==> config.mk <==
export PLATFORM = sky130hd
export DESIGN_NAME = oscsw_ctrl
export DESIGN_NICKNAME = d
export VERILOG_FILES = /design/src/core/oscsw_pkg.sv /design/src/core/oscsw_ctrl.sv
export SDC_FILE = /design/constraint.sdc
export NUM_CORES = 1
export LEC_CHECK = 0
export BUFFER_PORTS_ARGS = -buffer_cell sky130_fd_sc_hd__clkbuf_2
export CAP_MARGIN = 15
export CORE_MARGIN = 3
export CORE_UTILIZATION = 30
export CTS_BUF_LIST = sky130_fd_sc_hd__clkbuf_8
export DETAILED_ROUTE_END_ITERATION = 16
export GPL_TIMING_DRIVEN = 1
export PLACE_DENSITY = 0.52
export SYNTH_ARGS = -nofsm -noshare
export SYNTH_HDL_FRONTEND = slang
export SYNTH_SLANG_ARGS = --single-unit
export TNS_END_PERCENT = 10
==> constraint.sdc <==
create_clock -name mclk -period 4.6 [get_ports mclk]
set_input_delay 0.92 -clock mclk [delete_from_list [all_inputs] [get_ports mclk]]
set_output_delay 0.92 -clock mclk [all_outputs]
set_load 0.02 [all_outputs]
==> src/core/oscsw_pkg.sv <==
package oscsw_pkg;
    // Register byte addresses
    localparam int          ADDR_W          = 8;
    localparam logic [7:0]  ADDR_REQUEST    = 8'h00;
    localparam logic [7:0]  ADDR_ACTIVE     = 8'h04;
    localparam logic [7:0]  ADDR_SW_STATE   = 8'h08;
    localparam logic [7:0]  ADDR_OSC_STATUS = 8'h0C;
    localparam logic [7:0]  ADDR_IRQ_STATUS = 8'h10;
    localparam logic [7:0]  ADDR_IRQ_ENABLE = 8'h14;
    localparam logic [7:0]  ADDR_IRQ_CLEAR  = 8'h18;
    localparam logic [1:0]  RESP_OKAY       = 2'h0;
    localparam logic [1:0]  RESP_SLVERR     = 2'h2;
    // Source codes
    localparam logic [2:0]  SRC_EXT         = 3'h7;
    localparam logic [2:0]  SRC_FAST        = 3'h6;
    localparam logic [2:0]  SRC_SLOW        = 3'h5;
    localparam logic [2:0]  SRC_EXT_PLL4    = 3'h2;
    localparam logic [2:0]  SRC_FAST_PLL2   = 3'h1;
    // Divider codes, power of two ratio
    localparam logic [3:0]  DIV_MAX         = 4'h9;
    localparam logic [3:0]  DIV_FAST_RST    = 4'h2;
    localparam logic [3:0]  DIV_RST         = 4'h0;
    // Field positions
    localparam int          HOLD_BIT        = 7;
    localparam int          DONE_BIT        = 4;
    localparam int          NRDY_BIT        = 3;
    localparam int          EXT_RDY_BIT     = 7;
    localparam int          FAST_RDY_BIT    = 6;
    localparam int          MID_RDY_BIT     = 5;
    localparam int          SLOW_RDY_BIT    = 4;
    localparam int          CONV_RDY_BIT    = 2;
    localparam int          PLL_RDY_BIT     = 0;
    localparam int          IRQ_SW_BIT      = 0;
    // Quiet time around a clock change
    localparam int          MCLK_MHZ        = 200;
    localparam int          QUIET_NS        = 20;
    localparam int          QUIET_CYC       = (QUIET_NS * MCLK_MHZ + 999) / 1000;
    localparam logic [2:0]  QUIET_LAST      = 3'(QUIET_CYC - 1);

    typedef struct packed {
        logic [2:0] src;
        logic [3:0] div;
    } oscsw_sel_s;

    typedef struct packed {
        logic ext;
        logic fast;
        logic mid;
        logic slow;
        logic conv;
        logic pll_lock;
    } oscsw_rdy_s;

    typedef enum logic [2:0] {
        ST_IDLE, ST_WAIT, ST_HELD, ST_GATE, ST_SWAP, ST_UNGATE
    } oscsw_state_e;

    function automatic logic src_reserved(input logic [2:0] s);
        return !(s == SRC_EXT || s == SRC_FAST || s == SRC_SLOW
                 || s == SRC_EXT_PLL4 || s == SRC_FAST_PLL2);
    endfunction : src_reserved

    function automatic logic [3:0] rst_div(input logic [2:0] s);
        return (s == SRC_FAST) ? DIV_FAST_RST : DIV_RST;
    endfunction : rst_div
endpackage : oscsw_pkg

==> src/core/oscsw_ctrl.sv <==
`timescale 1ns/10ps
module oscsw_ctrl
    import oscsw_pkg::*;
(
    // Clock, reset, enable
    input  wire logic               mclk,
    input  wire logic               sys_rst,
    input  wire logic               clk_en,
    // Configuration fuses
    input  wire logic               switch_permit_fuse,
    input  wire logic [2:0]         reset_source_fuse,
    // Oscillator and PLL status
    input  wire oscsw_rdy_s         osc_rdy,
    // Clock selection towards the clock mux
    output oscsw_sel_s              active_sel_out,
    output oscsw_sel_s              request_sel_out,
    output logic                    sys_clk_gate,
    // Interrupt
    output logic                    irq,
    // AXI4-Lite write
    input  wire logic [ADDR_W-1:0]  s_axi_awaddr,
    input  wire logic               s_axi_awvalid,
    output logic                    s_axi_awready,
    input  wire logic [31:0]        s_axi_wdata,
    input  wire logic [3:0]         s_axi_wstrb,
    input  wire logic               s_axi_wvalid,
    output logic                    s_axi_wready,
    output logic [1:0]              s_axi_bresp,
    output logic                    s_axi_bvalid,
    input  wire logic               s_axi_bready,
    // AXI4-Lite read
    input  wire logic [ADDR_W-1:0]  s_axi_araddr,
    input  wire logic               s_axi_arvalid,
    output logic                    s_axi_arready,
    output logic [31:0]             s_axi_rdata,
    output logic [1:0]              s_axi_rresp,
    output logic                    s_axi_rvalid,
    input  wire logic               s_axi_rready
);
    oscsw_sel_s         req_reg;
    oscsw_sel_s         active_reg;
    oscsw_sel_s         target_reg;
    oscsw_state_e       st_reg;
    logic               init_pend_reg;
    logic               hold_reg;
    logic               nrdy_reg;
    logic               gate_reg;
    logic [2:0]         cnt_reg;
    logic               irq_sts_reg;
    logic               irq_en_reg;
    logic               irq_reg;
    logic [ADDR_W-1:0]  awaddr_reg;
    logic               aw_have_reg;
    logic [31:0]        wdata_reg;
    logic               wlane0_reg;
    logic               w_have_reg;
    logic               awready_reg;
    logic               wready_reg;
    logic               bvalid_reg;
    logic [1:0]         bresp_reg;
    logic               arready_reg;
    logic               rvalid_reg;
    logic [31:0]        rdata_reg;
    logic [1:0]         rresp_reg;
    logic               wr_fire;
    logic               wr_en;
    logic               wr_req;
    logic               wr_clr;
    logic               pending;
    logic               new_ok;
    logic               rdy_evt;
    logic               done;
    logic               pll_rdy;
    logic               pll_in_rdy;
    logic               pll_used;
    logic [2:0]         pll_src;
    logic [7:0]         rd_byte;
    logic               rd_hit;
    logic               wr_hit;

    assign active_sel_out  = active_reg;
    assign request_sel_out = req_reg;
    assign sys_clk_gate    = gate_reg;
    assign irq             = irq_reg;
    assign s_axi_awready   = awready_reg;
    assign s_axi_wready    = wready_reg;
    assign s_axi_bvalid    = bvalid_reg;
    assign s_axi_bresp     = bresp_reg;
    assign s_axi_arready   = arready_reg;
    assign s_axi_rvalid    = rvalid_reg;
    assign s_axi_rdata     = rdata_reg;
    assign s_axi_rresp     = rresp_reg;

    // Requested source readiness, PLL codes also need lock
    function automatic logic src_ready(input logic [2:0] s, input oscsw_rdy_s r);
        unique case (s)
            SRC_EXT:       return r.ext;
            SRC_FAST:      return r.fast;
            SRC_SLOW:      return r.slow;
            SRC_EXT_PLL4:  return r.ext && r.pll_lock;
            SRC_FAST_PLL2: return r.fast && r.pll_lock;
            default:       return 1'b0;
        endcase
    endfunction : src_ready

    assign pll_src    = (req_reg.src == SRC_EXT_PLL4 || req_reg.src == SRC_FAST_PLL2)
                        ? req_reg.src : active_reg.src;
    assign pll_used   = (pll_src == SRC_EXT_PLL4 || pll_src == SRC_FAST_PLL2);
    assign pll_in_rdy = (pll_src == SRC_EXT_PLL4) ? osc_rdy.ext : osc_rdy.fast;
    assign pll_rdy    = pll_used && pll_in_rdy && osc_rdy.pll_lock;

    assign pending = (req_reg != active_reg);
    assign new_ok  = src_ready(req_reg.src, osc_rdy);
    assign rdy_evt = !init_pend_reg && st_reg == ST_WAIT && pending && new_ok;
    assign done    = (st_reg == ST_IDLE) && !pending;

    // Write path decode; only byte lane 0 carries register bits
    assign wr_fire = aw_have_reg && w_have_reg && !bvalid_reg;
    assign wr_en   = wr_fire && wlane0_reg;
    assign wr_hit  = awaddr_reg == ADDR_REQUEST || awaddr_reg == ADDR_ACTIVE
                     || awaddr_reg == ADDR_SW_STATE || awaddr_reg == ADDR_OSC_STATUS
                     || awaddr_reg == ADDR_IRQ_STATUS || awaddr_reg == ADDR_IRQ_ENABLE
                     || awaddr_reg == ADDR_IRQ_CLEAR;
    assign wr_req  = wr_en && awaddr_reg == ADDR_REQUEST && switch_permit_fuse
                     && !init_pend_reg && !src_reserved(wdata_reg[6:4]);
    assign wr_clr  = wr_en && awaddr_reg == ADDR_IRQ_CLEAR && wdata_reg[IRQ_SW_BIT];

    // The reset source fuse is sampled one enabled cycle after reset release
    always_ff @(posedge mclk or posedge sys_rst) begin
        if (sys_rst) begin
            init_pend_reg <= 1'b1;
        end else if (clk_en) begin
            init_pend_reg <= 1'b0;
        end
    end

    always_ff @(posedge mclk or posedge sys_rst) begin
        if (sys_rst) begin
            req_reg <= '0;
        end else if (clk_en) begin
            if (init_pend_reg) begin
                req_reg <= '{src: reset_source_fuse, div: rst_div(reset_source_fuse)};
            end else if (wr_req) begin
                req_reg <= '{src: wdata_reg[6:4], div: wdata_reg[3:0]};
            end
        end
    end

    // software may clear hold to proceed
    always_ff @(posedge mclk or posedge sys_rst) begin
        if (sys_rst) begin
            hold_reg <= 1'b0;
        end else if (clk_en && wr_en && awaddr_reg == ADDR_SW_STATE) begin
            hold_reg <= wdata_reg[HOLD_BIT];
        end
    end

    // Switch sequencer; the clock is gated for a quiet span on each side of the swap
    always_ff @(posedge mclk or posedge sys_rst) begin
        if (sys_rst) begin
            st_reg     <= ST_IDLE;
            active_reg <= '0;
            target_reg <= '0;
            nrdy_reg   <= 1'b0;
            gate_reg   <= 1'b1;
            cnt_reg    <= '0;
        end else if (clk_en) begin
            if (init_pend_reg) begin
                active_reg <= '{src: reset_source_fuse, div: rst_div(reset_source_fuse)};
            end else begin
                unique case (st_reg)
                    ST_IDLE: begin
                        if (pending) begin
                            st_reg <= ST_WAIT;
                        end
                    end
                    ST_WAIT: begin
                        if (!pending) begin
                            st_reg <= ST_IDLE;
                        end else if (new_ok) begin
                            nrdy_reg   <= 1'b1;
                            target_reg <= req_reg;
                            st_reg     <= hold_reg ? ST_HELD : ST_GATE;
                        end
                    end
                    ST_HELD: begin
                        if (!pending) begin
                            nrdy_reg <= 1'b0;
                            st_reg   <= ST_IDLE;
                        end else if (!new_ok) begin
                            nrdy_reg <= 1'b0;
                            st_reg   <= ST_WAIT;
                        end else if (!hold_reg) begin
                            target_reg <= req_reg;
                            st_reg     <= ST_GATE;
                        end
                    end
                    ST_GATE: begin
                        gate_reg <= 1'b0;
                        if (cnt_reg == QUIET_LAST) begin
                            cnt_reg <= '0;
                            st_reg  <= ST_SWAP;
                        end else begin
                            cnt_reg <= cnt_reg + 3'h1;
                        end
                    end
                    ST_SWAP: begin
                        active_reg <= target_reg;
                        nrdy_reg   <= 1'b0;
                        st_reg     <= ST_UNGATE;
                    end
                    ST_UNGATE: begin
                        if (cnt_reg == QUIET_LAST) begin
                            cnt_reg  <= '0;
                            gate_reg <= 1'b1;
                            st_reg   <= ST_IDLE;
                        end else begin
                            cnt_reg <= cnt_reg + 3'h1;
                        end
                    end
                endcase
            end
        end
    end

    // Interrupt flag; a ready event in the clear cycle still sets it
    always_ff @(posedge mclk or posedge sys_rst) begin
        if (sys_rst) begin
            irq_sts_reg <= 1'b0;
            irq_en_reg  <= 1'b0;
            irq_reg     <= 1'b0;
        end else if (clk_en) begin
            irq_sts_reg <= (irq_sts_reg && !wr_clr) || rdy_evt;
            if (wr_en && awaddr_reg == ADDR_IRQ_ENABLE) begin
                irq_en_reg <= wdata_reg[IRQ_SW_BIT];
            end
            irq_reg <= irq_sts_reg && irq_en_reg;
        end
    end

    // Write channels taken in either order, one response after both
    always_ff @(posedge mclk or posedge sys_rst) begin
        if (sys_rst) begin
            awready_reg <= 1'b0;
            wready_reg  <= 1'b0;
            aw_have_reg <= 1'b0;
            w_have_reg  <= 1'b0;
            awaddr_reg  <= '0;
            wdata_reg   <= '0;
            wlane0_reg  <= 1'b0;
            bvalid_reg  <= 1'b0;
            bresp_reg   <= RESP_OKAY;
        end else if (clk_en) begin
            awready_reg <= !aw_have_reg && !bvalid_reg && !(s_axi_awvalid && awready_reg);
            wready_reg  <= !w_have_reg && !bvalid_reg && !(s_axi_wvalid && wready_reg);
            if (s_axi_awvalid && awready_reg) begin
                awaddr_reg  <= s_axi_awaddr;
                aw_have_reg <= 1'b1;
            end
            if (s_axi_wvalid && wready_reg) begin
                wdata_reg  <= s_axi_wdata;
                wlane0_reg <= s_axi_wstrb[0];
                w_have_reg <= 1'b1;
            end
            if (wr_fire) begin
                aw_have_reg <= 1'b0;
                w_have_reg  <= 1'b0;
                bvalid_reg  <= 1'b1;
                bresp_reg   <= wr_hit ? RESP_OKAY : RESP_SLVERR;
            end else if (bvalid_reg && s_axi_bready) begin
                bvalid_reg <= 1'b0;
            end
        end
    end

    always_comb begin
        rd_hit  = 1'b1;
        rd_byte = 8'h00;
        unique case (s_axi_araddr)
            ADDR_REQUEST:    rd_byte = {1'b0, req_reg};
            ADDR_ACTIVE:     rd_byte = {1'b0, active_reg};
            ADDR_SW_STATE: begin
                rd_byte[HOLD_BIT] = hold_reg;
                rd_byte[DONE_BIT] = done;
                rd_byte[NRDY_BIT] = nrdy_reg;
            end
            ADDR_OSC_STATUS: begin
                rd_byte[EXT_RDY_BIT]  = osc_rdy.ext;
                rd_byte[FAST_RDY_BIT] = osc_rdy.fast;
                rd_byte[MID_RDY_BIT]  = osc_rdy.mid;
                rd_byte[SLOW_RDY_BIT] = osc_rdy.slow;
                rd_byte[CONV_RDY_BIT] = osc_rdy.conv;
                rd_byte[PLL_RDY_BIT]  = pll_rdy;
            end
            ADDR_IRQ_STATUS: rd_byte[IRQ_SW_BIT] = irq_sts_reg;
            ADDR_IRQ_ENABLE: rd_byte[IRQ_SW_BIT] = irq_en_reg;
            ADDR_IRQ_CLEAR:  rd_byte = 8'h00;
            default:         rd_hit = 1'b0;
        endcase
    end

    always_ff @(posedge mclk or posedge sys_rst) begin
        if (sys_rst) begin
            arready_reg <= 1'b0;
            rvalid_reg  <= 1'b0;
            rdata_reg   <= '0;
            rresp_reg   <= RESP_OKAY;
        end else if (clk_en) begin
            if (s_axi_arvalid && arready_reg) begin
                arready_reg <= 1'b0;
                rvalid_reg  <= 1'b1;
                rdata_reg   <= {24'h000000, rd_byte};
                rresp_reg   <= rd_hit ? RESP_OKAY : RESP_SLVERR;
            end else if (rvalid_reg && s_axi_rready) begin
                rvalid_reg <= 1'b0;
            end else if (!rvalid_reg) begin
                arready_reg <= 1'b1;
            end
        end
    end
endmodule : oscsw_ctrl

Word-level counts from Yosys, hierarchy flattened:

Cells that the tools add are included.

* add/subtract/negate cells: 1
* eq/ne operators: 45
* muxes and demuxes: 53
* bitwise logic cells: 1
* reduce and logical (&&, ||, !) cells: 83

Operator list (number)
* $mux 7: 9
* $eq 8x5->1 const B: 6
* $eq 8x4->1 const B: 4
* $logic_and 1x1->1: 31
* $mux 3: 10
* $eq 3x3->1 const B: 9
* $reduce_and 2->1: 11
* $mux 1: 19
* $eq 3x2->1 const B: 6
* $ne 2x2->1 const B: 9
* $pmux 3 s6: 1
* $eq 8x3->1 const B: 2
* $logic_not 8->1: 2
* $reduce_bool 2->1: 8
* $pmux 7 s2: 1
* $logic_or 1x1->1: 13
* $eq 3x1->1 const B: 4
* $pmux 1 s5: 2
* $pmux 1 s3: 3
* $logic_not 1->1: 8
* $reduce_and 8->1: 1
* $ne 7x7->1: 1
* $reduce_and 7->1: 1
* $reduce_or 7->1: 1
* 15 further kinds: 21

* flip-flop bits (word level): 70
* input bits: 70
* output and inout port bits: 57
* logic and storage cells: 211

Longest topological paths before layout:

Gate-level depths: netlist of run 1.

* depth in word-level cells: 9
* mapped depth: 7
* mapped depth without buffers: 6

Worst setup path before layout of run 1:

Ideal clock, no wire load.

* path kind: in2reg
* from: input port clk_en
* to: register target_reg[0] in the netlist's numbering
* setup time: 0.125 ns
* arrival time: 2.235 ns
* data required time: 4.475 ns
* setup slack: 2.240 ns
* cell stages on the path: 5
* buffers on the path: 1
* cells stage by stage: nor2b_1 > o31a_1 > or4b_1 > buf_2 > mux2_2

* cells in the longest elaborated chain, start to end: 1

Ends and longest elaborated chain
* start: declaration: RTL line oscsw_ctrl.sv:8 `input wire logic clk_en,`
* $reduce_and 8->1 (no line)
* end signal: assignment: RTL line oscsw_ctrl.sv:182 `target_reg <= req_reg;`
* end signal: assignment: RTL line oscsw_ctrl.sv:194 `target_reg <= req_reg;`
* end: declaration: RTL line oscsw_ctrl.sv:42 `oscsw_sel_s target_reg;`

No other way between the ends.
A chain may end at the register's enable or synchronous reset.

Worst setup path after layout of run 1:

* from: input port clk_en
* to: register target_reg[3] in the netlist's numbering

Same word-level chain as after synthesis.

==> results of run 1 <==
where the power goes:
part	total, mW	internal (mW)	leakage [nW]	switching [mW]
combinational	0.419	0.203	0.982	0.215
clock	0.576	0.315	0.113	0.261
sequential	0.867	0.739	0.861	0.128
total	1.86	1.26	1.96	0.604
cell families after synthesis:
group                    count (synthesis)  share of synthesized area (%)
XOR/XNOR                                 9                           2.20
multiplexers                            47                           14.7
buffers and inverters                   55                           8.63
adder cells (fa/ha/maj)                  1                          0.349
AND/OR/NAND/NOR                         90                           12.6
flip-flops                              68                           47.6
other                                    1                          0.105
AO/OA/AOI/OAI                           74                           13.8
through the flow:
| stage | power (mW) | area (um^2) | instances | util [%] | hold WS [ps] |
|---|---|---|---|---|---|
| global placement | 1.29 | 3960 | 544 | 34.3 | 462 |
| global route | 1.99 | 4190 | 560 | 36.3 | 522 |
| finish | 1.86 | 4190 | 560 | 36.3 | 484 |
| detailed placement | 1.31 | 3960 | 544 | 34.3 | 477 |
| CTS | 1.89 | 4190 | 560 | 36.3 | 496 |
| floorplan | 1.18 | 3680 | 370 | - | 459 |
worst max-delay path, stage by stage:
cell,delay (ps)
clkbuf_2,380
nor2b_1,380
o31a_1,280
or4b_1,650
mux2_2,340
area by class of cell:
class / instances / area, um^2 / area share (%)
multi-input cells: 247 / 1660 / 39.7
flip-flops and latches: 68 / 1700 / 40.6
clock inverters: 7 / 105 / 2.51
inverters: 12 / 45.0 / 1.07
clock buffers: 9 / 124 / 2.95
well taps: 143 / 179 / 4.27
repair buffers: 74 / 373 / 8.89
synthesized netlist by cell type (2+ instances only):
master	n
a32o_1	3
nand2_1	34
nor2b_1	5
o32ai_1	2
inv_1	12
buf_4	26
a31oi_1	6
dfstp_2	2
a22o_1	5
dfrtp_1	66
mux2_2	35
nand3_1	9
a21oi_1	7
xnor2_1	9
nor2_1	17
o31ai_1	5
nor4_1	2
a21boi_0	3
or2_2	2
nand2b_1	2
a211oi_1	3
o21ai_0	20
buf_1	2
buf_2	4
nor3_1	6
a22oi_1	4
o22ai_1	7
clkbuf_1	11
mux2i_1	10
worst min-delay path by stage:
stage                               from             end  slack [ps]  depth (start not counted)
after detailed placement  s_axi_rdata[2]  s_axi_rdata[2]         480                          2
final                     s_axi_rdata[5]  s_axi_rdata[5]         480                          2
after global routing      s_axi_rdata[2]  s_axi_rdata[2]         520                          2
after floorplan             wdata_reg[7]        hold_reg         460                          1
after CTS                 s_axi_rdata[2]  s_axi_rdata[2]         500                          2
after global placement    s_axi_rdata[2]  s_axi_rdata[2]         460                          2
layer usage:
metal,vias to the layer above,wire length [um],GRT usage [%]
met1,1316,4020,18.0
met5,-,0,0
met2,99,3660,20.0
met3,9,505,4.32
met4,0,75,2.90
li1,1323,-,-
==> results_dict.tcl, run 1 <==
set metrics [dict create \
    die_h_um 115 \
    cts.sinks 68 \
    mostFrequentLayoutCells "clkbuf_2, dfrtp_1, mux2_2, nand2_1, conb_1" \
    initial_core_util_pct 31.0 \
    dieArea_mm2 0.0133 \
    synth_top_area_share_pct 46.1 \
    grt_max_degree 49 \
    drtPass1Iterations 5 \
    ctsHoldBuffers 0 \
    synthTopCellsByArea "dfrtp_1, mux2_2, buf_4" \
    setup_slack_ps 1880 \
    peakVddDrop_v 0.000300 \
    totalWireLength_mm 8.26 \
    reg2regPathDepth 5 \
    grt_pass1_wl_mm 13.6 \
    track_usage_pct 13.0 \
    cts_buffers 9 \
    post-place-ws_ps 1510 \
    finalNetCount 483 \
    hp-class "reg -> reg" \
    port_buffers 73 \
    crit_path_end_kind "register" \
    drcViolationCount 0 \
    routed_via_density 4.91 \
    synth_cell_type_count 55 \
    nFillCells 1167 \
    grt_pass1_vias 2690 \
    cts_max_level 3 \
    drtIter0Drc 149 \
    diodes 0 \
    wl_per_cell_um 14.8 \
    drv_slew 0 \
    clk_pin_slew_ps 80 \
    synth_area_mm2 0.00358 \
    ys_warn_count 0 \
    synth_cells 345 \
    fmax_mhz 368 \
    period_needed_ps 2720 \
    hold_viol_final 0 \
    relSlewSlack_pct 32.0 \
    antenna_found_initial 0 \
    num_rows 39 \
    async_reset_ff_share_pct 100 \
    layout_commonest_cell "clkbuf_2" \
    crit-reg2reg-launch "request_sel_out[4]" \
    synth-seq-cells 68 \
    gr-total-overflow 0 \
    tightest_slew_ps 1020 \
    crit_path_max_fanout 24 \
    powerDensity_mw_per_mm2 444 \
    worst_setup_path_start_kind "input pin" \
    core_mm2 0.0116 \
    setup_viol 0 \
    arrival_ps 2950 \
    tns_ps 0 \
    reg2reg_setup_slack_ps 2240 \
    cts_tree "done" \
    crit_required_ps 4830 \
    clock_latency_ps 340 \
    place.gp.congestion 0.766 \
    pin_count 127 \
    p_leak_nw 1.96 \
    rsz0062_at_grt "no" \
    hpwl_mm 6.20 \
    ys.flop_type "dfrtp_1" \
    synth_edf_count 0 \
    ant_nets 0 \
    yosysTopAreaCell "dfrtp_1" \
    synth_seq_area_share_pct 47.6 \
    endpoint "target_reg[3]" \
    fin_crit_sh_pct 59.2 \
    crit_type "in -> reg" \
    maxCapViolCount 0 \
    avgSynthCellArea_um2 10.4 \
    num_vias 2747 \
    status "finished, final reports clean" \
    cts_buffer_depth 2 \
    rr_endpoint "target_reg[3]" \
    syn2layout_area_growth_pct 17.0 \
    die_x_um 115 \
    skew_ps 8.90 \
    final_layout_size_suffix_gt1_share_pct 32.6 \
    cts_setup_buffers 0 \
    cts_resized 0 \
    cp-startpoint "clk_en" \
    cts_root_buf "clkbuf_8" \
]
(Power assumes the default switching activity.)
==> inputs of run 2 (changes only) <==
--- a/config.mk
+++ b/config.mk
@@ -5,6 +5,7 @@
 export SDC_FILE = /design/constraint.sdc
 export NUM_CORES = 1
 export LEC_CHECK = 0
+export ABC_AREA = 1
 export BUFFER_PORTS_ARGS = -buffer_cell sky130_fd_sc_hd__clkbuf_2
 export CAP_MARGIN = 15
 export CORE_MARGIN = 3
@@ -12,7 +13,7 @@
 export CTS_BUF_LIST = sky130_fd_sc_hd__clkbuf_8
 export DETAILED_ROUTE_END_ITERATION = 16
 export GPL_TIMING_DRIVEN = 1
-export PLACE_DENSITY = 0.52
+export PLACE_DENSITY = 0.51
 export SYNTH_ARGS = -nofsm -noshare
 export SYNTH_HDL_FRONTEND = slang
 export SYNTH_SLANG_ARGS = --single-unit
==> constraint.sdc (replaced) <==
create_clock -name mclk -period 2.6 [get_ports mclk]
set_input_delay 0.52 -clock mclk [delete_from_list [all_inputs] [get_ports mclk]]
set_output_delay 0.52 -clock mclk [all_outputs]
set_load 0.02 [all_outputs]
==> run 2 against run 1 <==
Register-to-register slack got worse by 1400 ps. Worst hold slack got worse by 270 ps. Die area increased by 3.8%. Setup slack got worse by 1100 ps. Clock skew about the same. Largest power group unchanged. Area after synthesis increased by 4.1%. Critical path type is now reg -> reg. First-iteration DRC count increased by 27%. Sequential share of layout area decreased by 2.1 points. Critical path depth increased by 3. Utilization increased by 0.42 points. Largest cell class unchanged.
==> results_dict.tcl, run 2 <==
set metrics [dict create \
    synth_cell_type_count 38 \
    hpwl_mm 7.06 \
    cts.sinks 68 \
    synth_edf_count 0 \
    totalWireLength_mm 9.14 \
    hold_viol_final 0 \
    drtPass1Iterations 5 \
    routed_via_density 4.37 \
    clkPwrFrac_pct 22.7 \
    drv_slew 0 \
    powerDensity_mw_per_mm2 949 \
    critical-path-max-stage-delay_ps 500 \
    rsz0062_at_grt "no" \
    setup_slack_ps 792 \
    num_rows 40 \
    period_needed_ps 1810 \
    ant_nets 0 \
    seq_power_share_pct 41.9 \
    pin_count 127 \
    tns_ps 0 \
    synth_commonest_cells "nand2_1, dfrtp_1, inv_1" \
    cts_resized 0 \
    grt_max_degree 43 \
    die_x_um 117 \
    ys_warn_count 0 \
    synth_fa_ha_area_share_pct 0.336 \
    cts_setup_buffers 0 \
    die_h_um 117 \
    cts_buffers 9 \
    crit_slowest_cell "dfrtp_1" \
    peakVddDrop_v 0.000347 \
    layout_commonest_cell "nand2_1" \
    mostFrequentLayoutCells "nand2_1, clkbuf_2, dfrtp_1, inv_1, nor2_1" \
    synth_seq_area_share_pct 45.7 \
    cp-startpoint "request_sel_out[6]" \
    synthXorXnorAreaFrac_pct 0.705 \
    ys.flop_type "dfrtp_1" \
    crit_path_cell_trace "inv_2 -> nand3_2 -> nand2_1 -> nand2_1 -> o21ai_4 -> nand3_4 -> nor2_1 -> a21oi_2" \
    multi_input_area_mm2 0.00167 \
    cts_buffer_depth 2 \
    grt_pass1_vias 3193 \
    gr-total-overflow 0 \
    synth_area_mm2 0.00373 \
    placed_cells 731 \
    cts_max_level 3 \
    drcViolationCount 0 \
    tightest_slew_ps 719 \
    seq_area_mm2 0.00170 \
    setup_viol 0 \
    antenna_found_initial 0 \
    track_usage_pct 13.7 \
    synthMuxAreaShare_pct 0.302 \
    skew_ps 8.54 \
    path_common_cell "nand2_1" \
    worst_setup_path_start_kind "register" \
    place.gp.congestion 0.893 \
    crit_type "reg -> reg" \
    port_buffers 73 \
    hp-class "in -> async" \
    avgSynthCellArea_um2 7.55 \
    post-place-ws_ps 634 \
    p_int_mw 2.52 \
    synth_compound_area_share_pct 11.0 \
    crit_path_max_fanout 15 \
    synthSimpleGateAreaFrac_pct 29.9 \
    nFillCells 1296 \
    async_reset_ff_share_pct 100 \
    clk_pin_slew_ps 80 \
    crit-reg2reg-launch "request_sel_out[6]" \
    final_layout_size_suffix_gt1_share_pct 21.3 \
    finalNetCount 645 \
    cts_root_buf "clkbuf_8" \
    maxCapViolCount 0 \
    syn2layout_area_growth_pct 18.7 \
    initial_core_util_pct 30.9 \
    final_cells 746 \
    synthTopCellsByArea "dfrtp_1, nand2_1, buf_4" \
    synth_top_family_by_area "simple AND/OR/NAND/NOR gates" \
    synth_cells 494 \
    fin_crit_sh_pct 69.5 \
    status "finished, final reports clean" \
    clock_latency_ps 340 \
    yosysTopAreaCell "dfrtp_1" \
    diodes 0 \
    fmax_mhz 553 \
    relSlewSlack_pct 51.9 \
    cts_tree "done" \
    switching_share_pct 39.9 \
    synth.most_common_cell "nand2_1" \
    grt_pass1_wl_mm 15.6 \
    power_frac_comb_pct 35.3 \
    power.switching_mw 1.67 \
    p_leak_nw 2.33 \
    core_mm2 0.0121 \
    dieArea_mm2 0.0138 \
    wl_per_cell_um 12.3 \
    synth-seq-cells 68 \
    crit_required_ps 2830 \
    arrival_ps 2030 \
    num_vias 3258 \
    synth_top_area_share_pct 44.3 \
    ctsHoldBuffers 0 \
    drtIter0Drc 189 \
    crit_path_end_kind "register" \
]
-- run 2: cells by family (layout without fill, tap and decap cells) --
group	count (synthesis)	count (layout)
simple gates	262	262
buf+inv	90	149
compound gates	68	68
flops	68	68
xor+xnor	3	3
fa+ha+maj	1	1
other cells	1	26
mux	1	1
-- run 2: critical path, delay by kind of cell, from the launching register on --
kind,cells,cell delay [ps]
buf+inv,1,180
compound gates,2,290
simple gates,5,720
flops,1,500
-- run 2: power by group through the flow --
stage | logic (mW) | clock network, mW | registers [mW]
finish | 1.48 | 0.953 | 1.76
floorplan | 0.990 | 0 | 1.85
CTS | 1.50 | 0.989 | 1.76
detailed placement | 1.49 | 0 | 1.78
global route | 1.72 | 1.03 | 1.82
global placement | 1.47 | 0 | 1.77
-- run 2: per-stage QoR --
stage	area, um^2	utilization [%]	power (mW)	hold slack (ps)
after floorplan	3820	-	2.84	442
after global placement	4210	34.9	3.25	457
after detailed placement	4210	34.9	3.27	463
after CTS	4420	36.7	4.25	223
after global routing	4420	36.7	4.56	255
final	4420	36.7	4.20	216
-- run 2: layout make-up --
type | count | area share, %
Clock inverter | 5 | 1.75
Inverter | 57 | 4.84
Clock buffer | 10 | 3.11
Timing Repair Buffer | 77 | 9.22
Sequential cell | 68 | 38.5
Tap cell | 168 | 4.75
Multi-Input combinational cell | 361 | 37.8
-- run 2: layer usage --
| layer | track usage (%) | vias to the layer above | part of all wire (%) |
|---|---|---|---|
| li1 | - | 1690 | - |
| met1 | 18.9 | 1454 | 48 |
| met2 | 21.3 | 105 | 44 |
| met3 | 3.51 | 9 | 6.5 |
| met4 | 4.40 | 0 | 1.2 |
| met5 | 0 | - | 0 |
-- run 2: path summary, 6_finish.rpt --
| check | cells after the start | endpoint | slack [ps] |
|---|---|---|---|
| worst max-delay path | 8 | target_reg[3] | 790 |
| worst min-delay path | 2 | s_axi_arready | 220 |
| worst max register to register | 8 | target_reg[3] | 790 |
| worst min register to register | 2 | awaddr_reg[1] | 480 |
| max in group asynchronous | 3 | sys_clk_gate | 1680 |
| min in group mclk | 3 | awaddr_reg[7] | 380 |
==> inputs of run 3 (changes only) <==
==> constraint.sdc (replaced) <==
create_clock -name mclk -period 1.8 [get_ports mclk]
set_input_delay 0.36 -clock mclk [delete_from_list [all_inputs] [get_ports mclk]]
set_output_delay 0.36 -clock mclk [all_outputs]
set_load 0.02 [all_outputs]
==> run 3 against run 2 <==
Final cell count is 3.4% higher. Global-route usage up 0.76 points. Critical endpoint unchanged. Die area stayed put. Non-clock buffer count is 23 higher. Largest cell class unchanged.
==> results_dict.tcl, run 3 (synthesized netlist as in run 2, its figures left out) <==
set metrics [dict create \
    peakVddDrop_v 0.000756 \
    power.switching_mw 2.55 \
    hpwl_mm 7.63 \
    grt_max_degree 27 \
    fin_crit_sh_pct 92.9 \
    final_layout_size_suffix_gt1_share_pct 25.7 \
    path_common_cell "nor2_2" \
    globalRoute.busiestLayer "met2" \
    ctsHoldBuffers 0 \
    switching_share_pct 41.0 \
    num_vias 3409 \
    setup_slack_ps 128 \
    critPathTopFamily "simple AND/OR/NAND/NOR gates" \
    antenna_found_initial 0 \
    core_mm2 0.0121 \
    crit_slowest_cell "dfrtp_1" \
    power_frac_comb_pct 37.9 \
    mostFrequentLayoutCells "nand2_1, clkbuf_2, dfrtp_1, inv_1, nor2_1" \
    totalWireLength_mm 9.94 \
    grt_util_met2_pct 22.9 \
    layout_commonest_cell "nand2_1" \
    totalPowerFinal_mw 6.22 \
    cts_tree "done" \
    reg2regPathDepth 8 \
    status "finished, final reports clean" \
    cts_root_buf "clkbuf_8" \
    grtUsageMet3_pct 5.09 \
    wl_per_cell_um 12.9 \
    cp_num_buf_inv 1 \
    crit_cells 8 \
    pin_count 127 \
    drtPass1Iterations 4 \
    final_cells 771 \
    reg2reg_setup_slack_ps 130 \
    p_leak_nw 2.44 \
    cts_max_level 3 \
    grt_pass1_wl_mm 16.1 \
    p_int_mw 3.67 \
    crit_required_ps 2060 \
    clock_latency_ps 360 \
    worst_setup_path_start_kind "register" \
    drtIter0Drc 172 \
    drv_slew 0 \
    crit_path_cell_trace "inv_2 -> nand2_1 -> nor2_2 -> o21ai_1 -> nor2_2 -> nand3_4 -> nor2_1 -> a21oi_2" \
    cts_buffer_depth 2 \
    grt_pass1_vias 3273 \
    syn2layout_area_growth_pct 24.6 \
    die_x_um 117 \
    placed_cells 750 \
    skew_ps 12.4 \
    hold_ws_ps 21.4 \
    arrival_ps 1930 \
    track_usage_pct 14.5 \
    gr-total-overflow 0 \
    clk_pin_slew_ps 80 \
    setup_viol 0 \
    place.gp.congestion 0.840 \
    ant_nets 0 \
    nFillCells 1317 \
    clkPwrFrac_pct 21.5 \
    die_h_um 117 \
    num_rows 40 \
    cts.sinks 68 \
    post-place-ws_ps 76.1 \
    maxCapViolCount 0 \
    seq_power_share_pct 40.5 \
    powerDensity_mw_per_mm2 1340 \
    cts_buffers 9 \
    hold_viol_final 0 \
    critical-path-max-stage-delay_ps 450 \
    drcViolationCount 0 \
    finalNetCount 669 \
    crit_path_max_fanout 8 \
    dieArea_mm2 0.0138 \
    diodes 0 \
    port_buffers 73 \
    crit_path_end_kind "register" \
    crit_type "reg -> reg" \
    period_needed_ps 1670 \
    initial_core_util_pct 30.9 \
    met1_usage_pct 18.8 \
    fmax_mhz 598 \
    routed_via_density 4.42 \
    hp-class "in -> async" \
]
run 3: through the flow:
step                setup TNS (ps)  area [um^2]  utilization (%)
global route                 -1.45         4640             38.5
global placement                 0         4370             36.2
detailed placement               0         4370             36.2
CTS                              0         4580             37.9
finish                           0         4640             38.5
floorplan                        0         3820                -
run 3: worst paths after layout:
kind / endpoint / start
max: target_reg[3] / st_reg[2]
min: st_reg[2] / sys_rst
max in group asynchronous: init_pend_reg / sys_rst
min in group mclk: awaddr_reg[6] / s_axi_awaddr[6]
min reg2reg: wdata_reg[1] / wdata_reg[1]
max reg2reg: target_reg[3] / st_reg[2]
run 3: routing by layer:
metal / up-vias / wire [um]
met1: 1546 / 4610
li1: 1753 / -
met2: 101 / 4660
met3: 9 / 570
met5: - / 0
met4: 0 / 104
run 3: timing repair:
action                     4_1_cts  5_1_grt
setup endpoints to repair        0       14
buffers inserted                 0        4
gates resized for setup          0        9
run 3: power by group through the flow:
stage / Sequential, mW / Combinational (mW) / Clock, mW
after global routing: 2.60 / 2.67 / 1.45
after CTS: 2.52 / 2.33 / 1.39
after detailed placement: 2.54 / 2.33 / 0
after floorplan: 2.68 / 1.43 / 0
after global placement: 2.53 / 2.30 / 0
final: 2.52 / 2.36 / 1.34
run 3: area by class of cell:
type / instances / area (um^2) / share of cell area, %
Sequential cell: 68 / 1710 / 36.7
Clock inverter: 5 / 58.8 / 1.27
Timing Repair Buffer: 100 / 593 / 12.8
Inverter: 57 / 220 / 4.74
Tap cell: 168 / 210 / 4.53
Clock buffer: 11 / 151 / 3.26
Multi-Input combinational cell: 362 / 1710 / 36.7
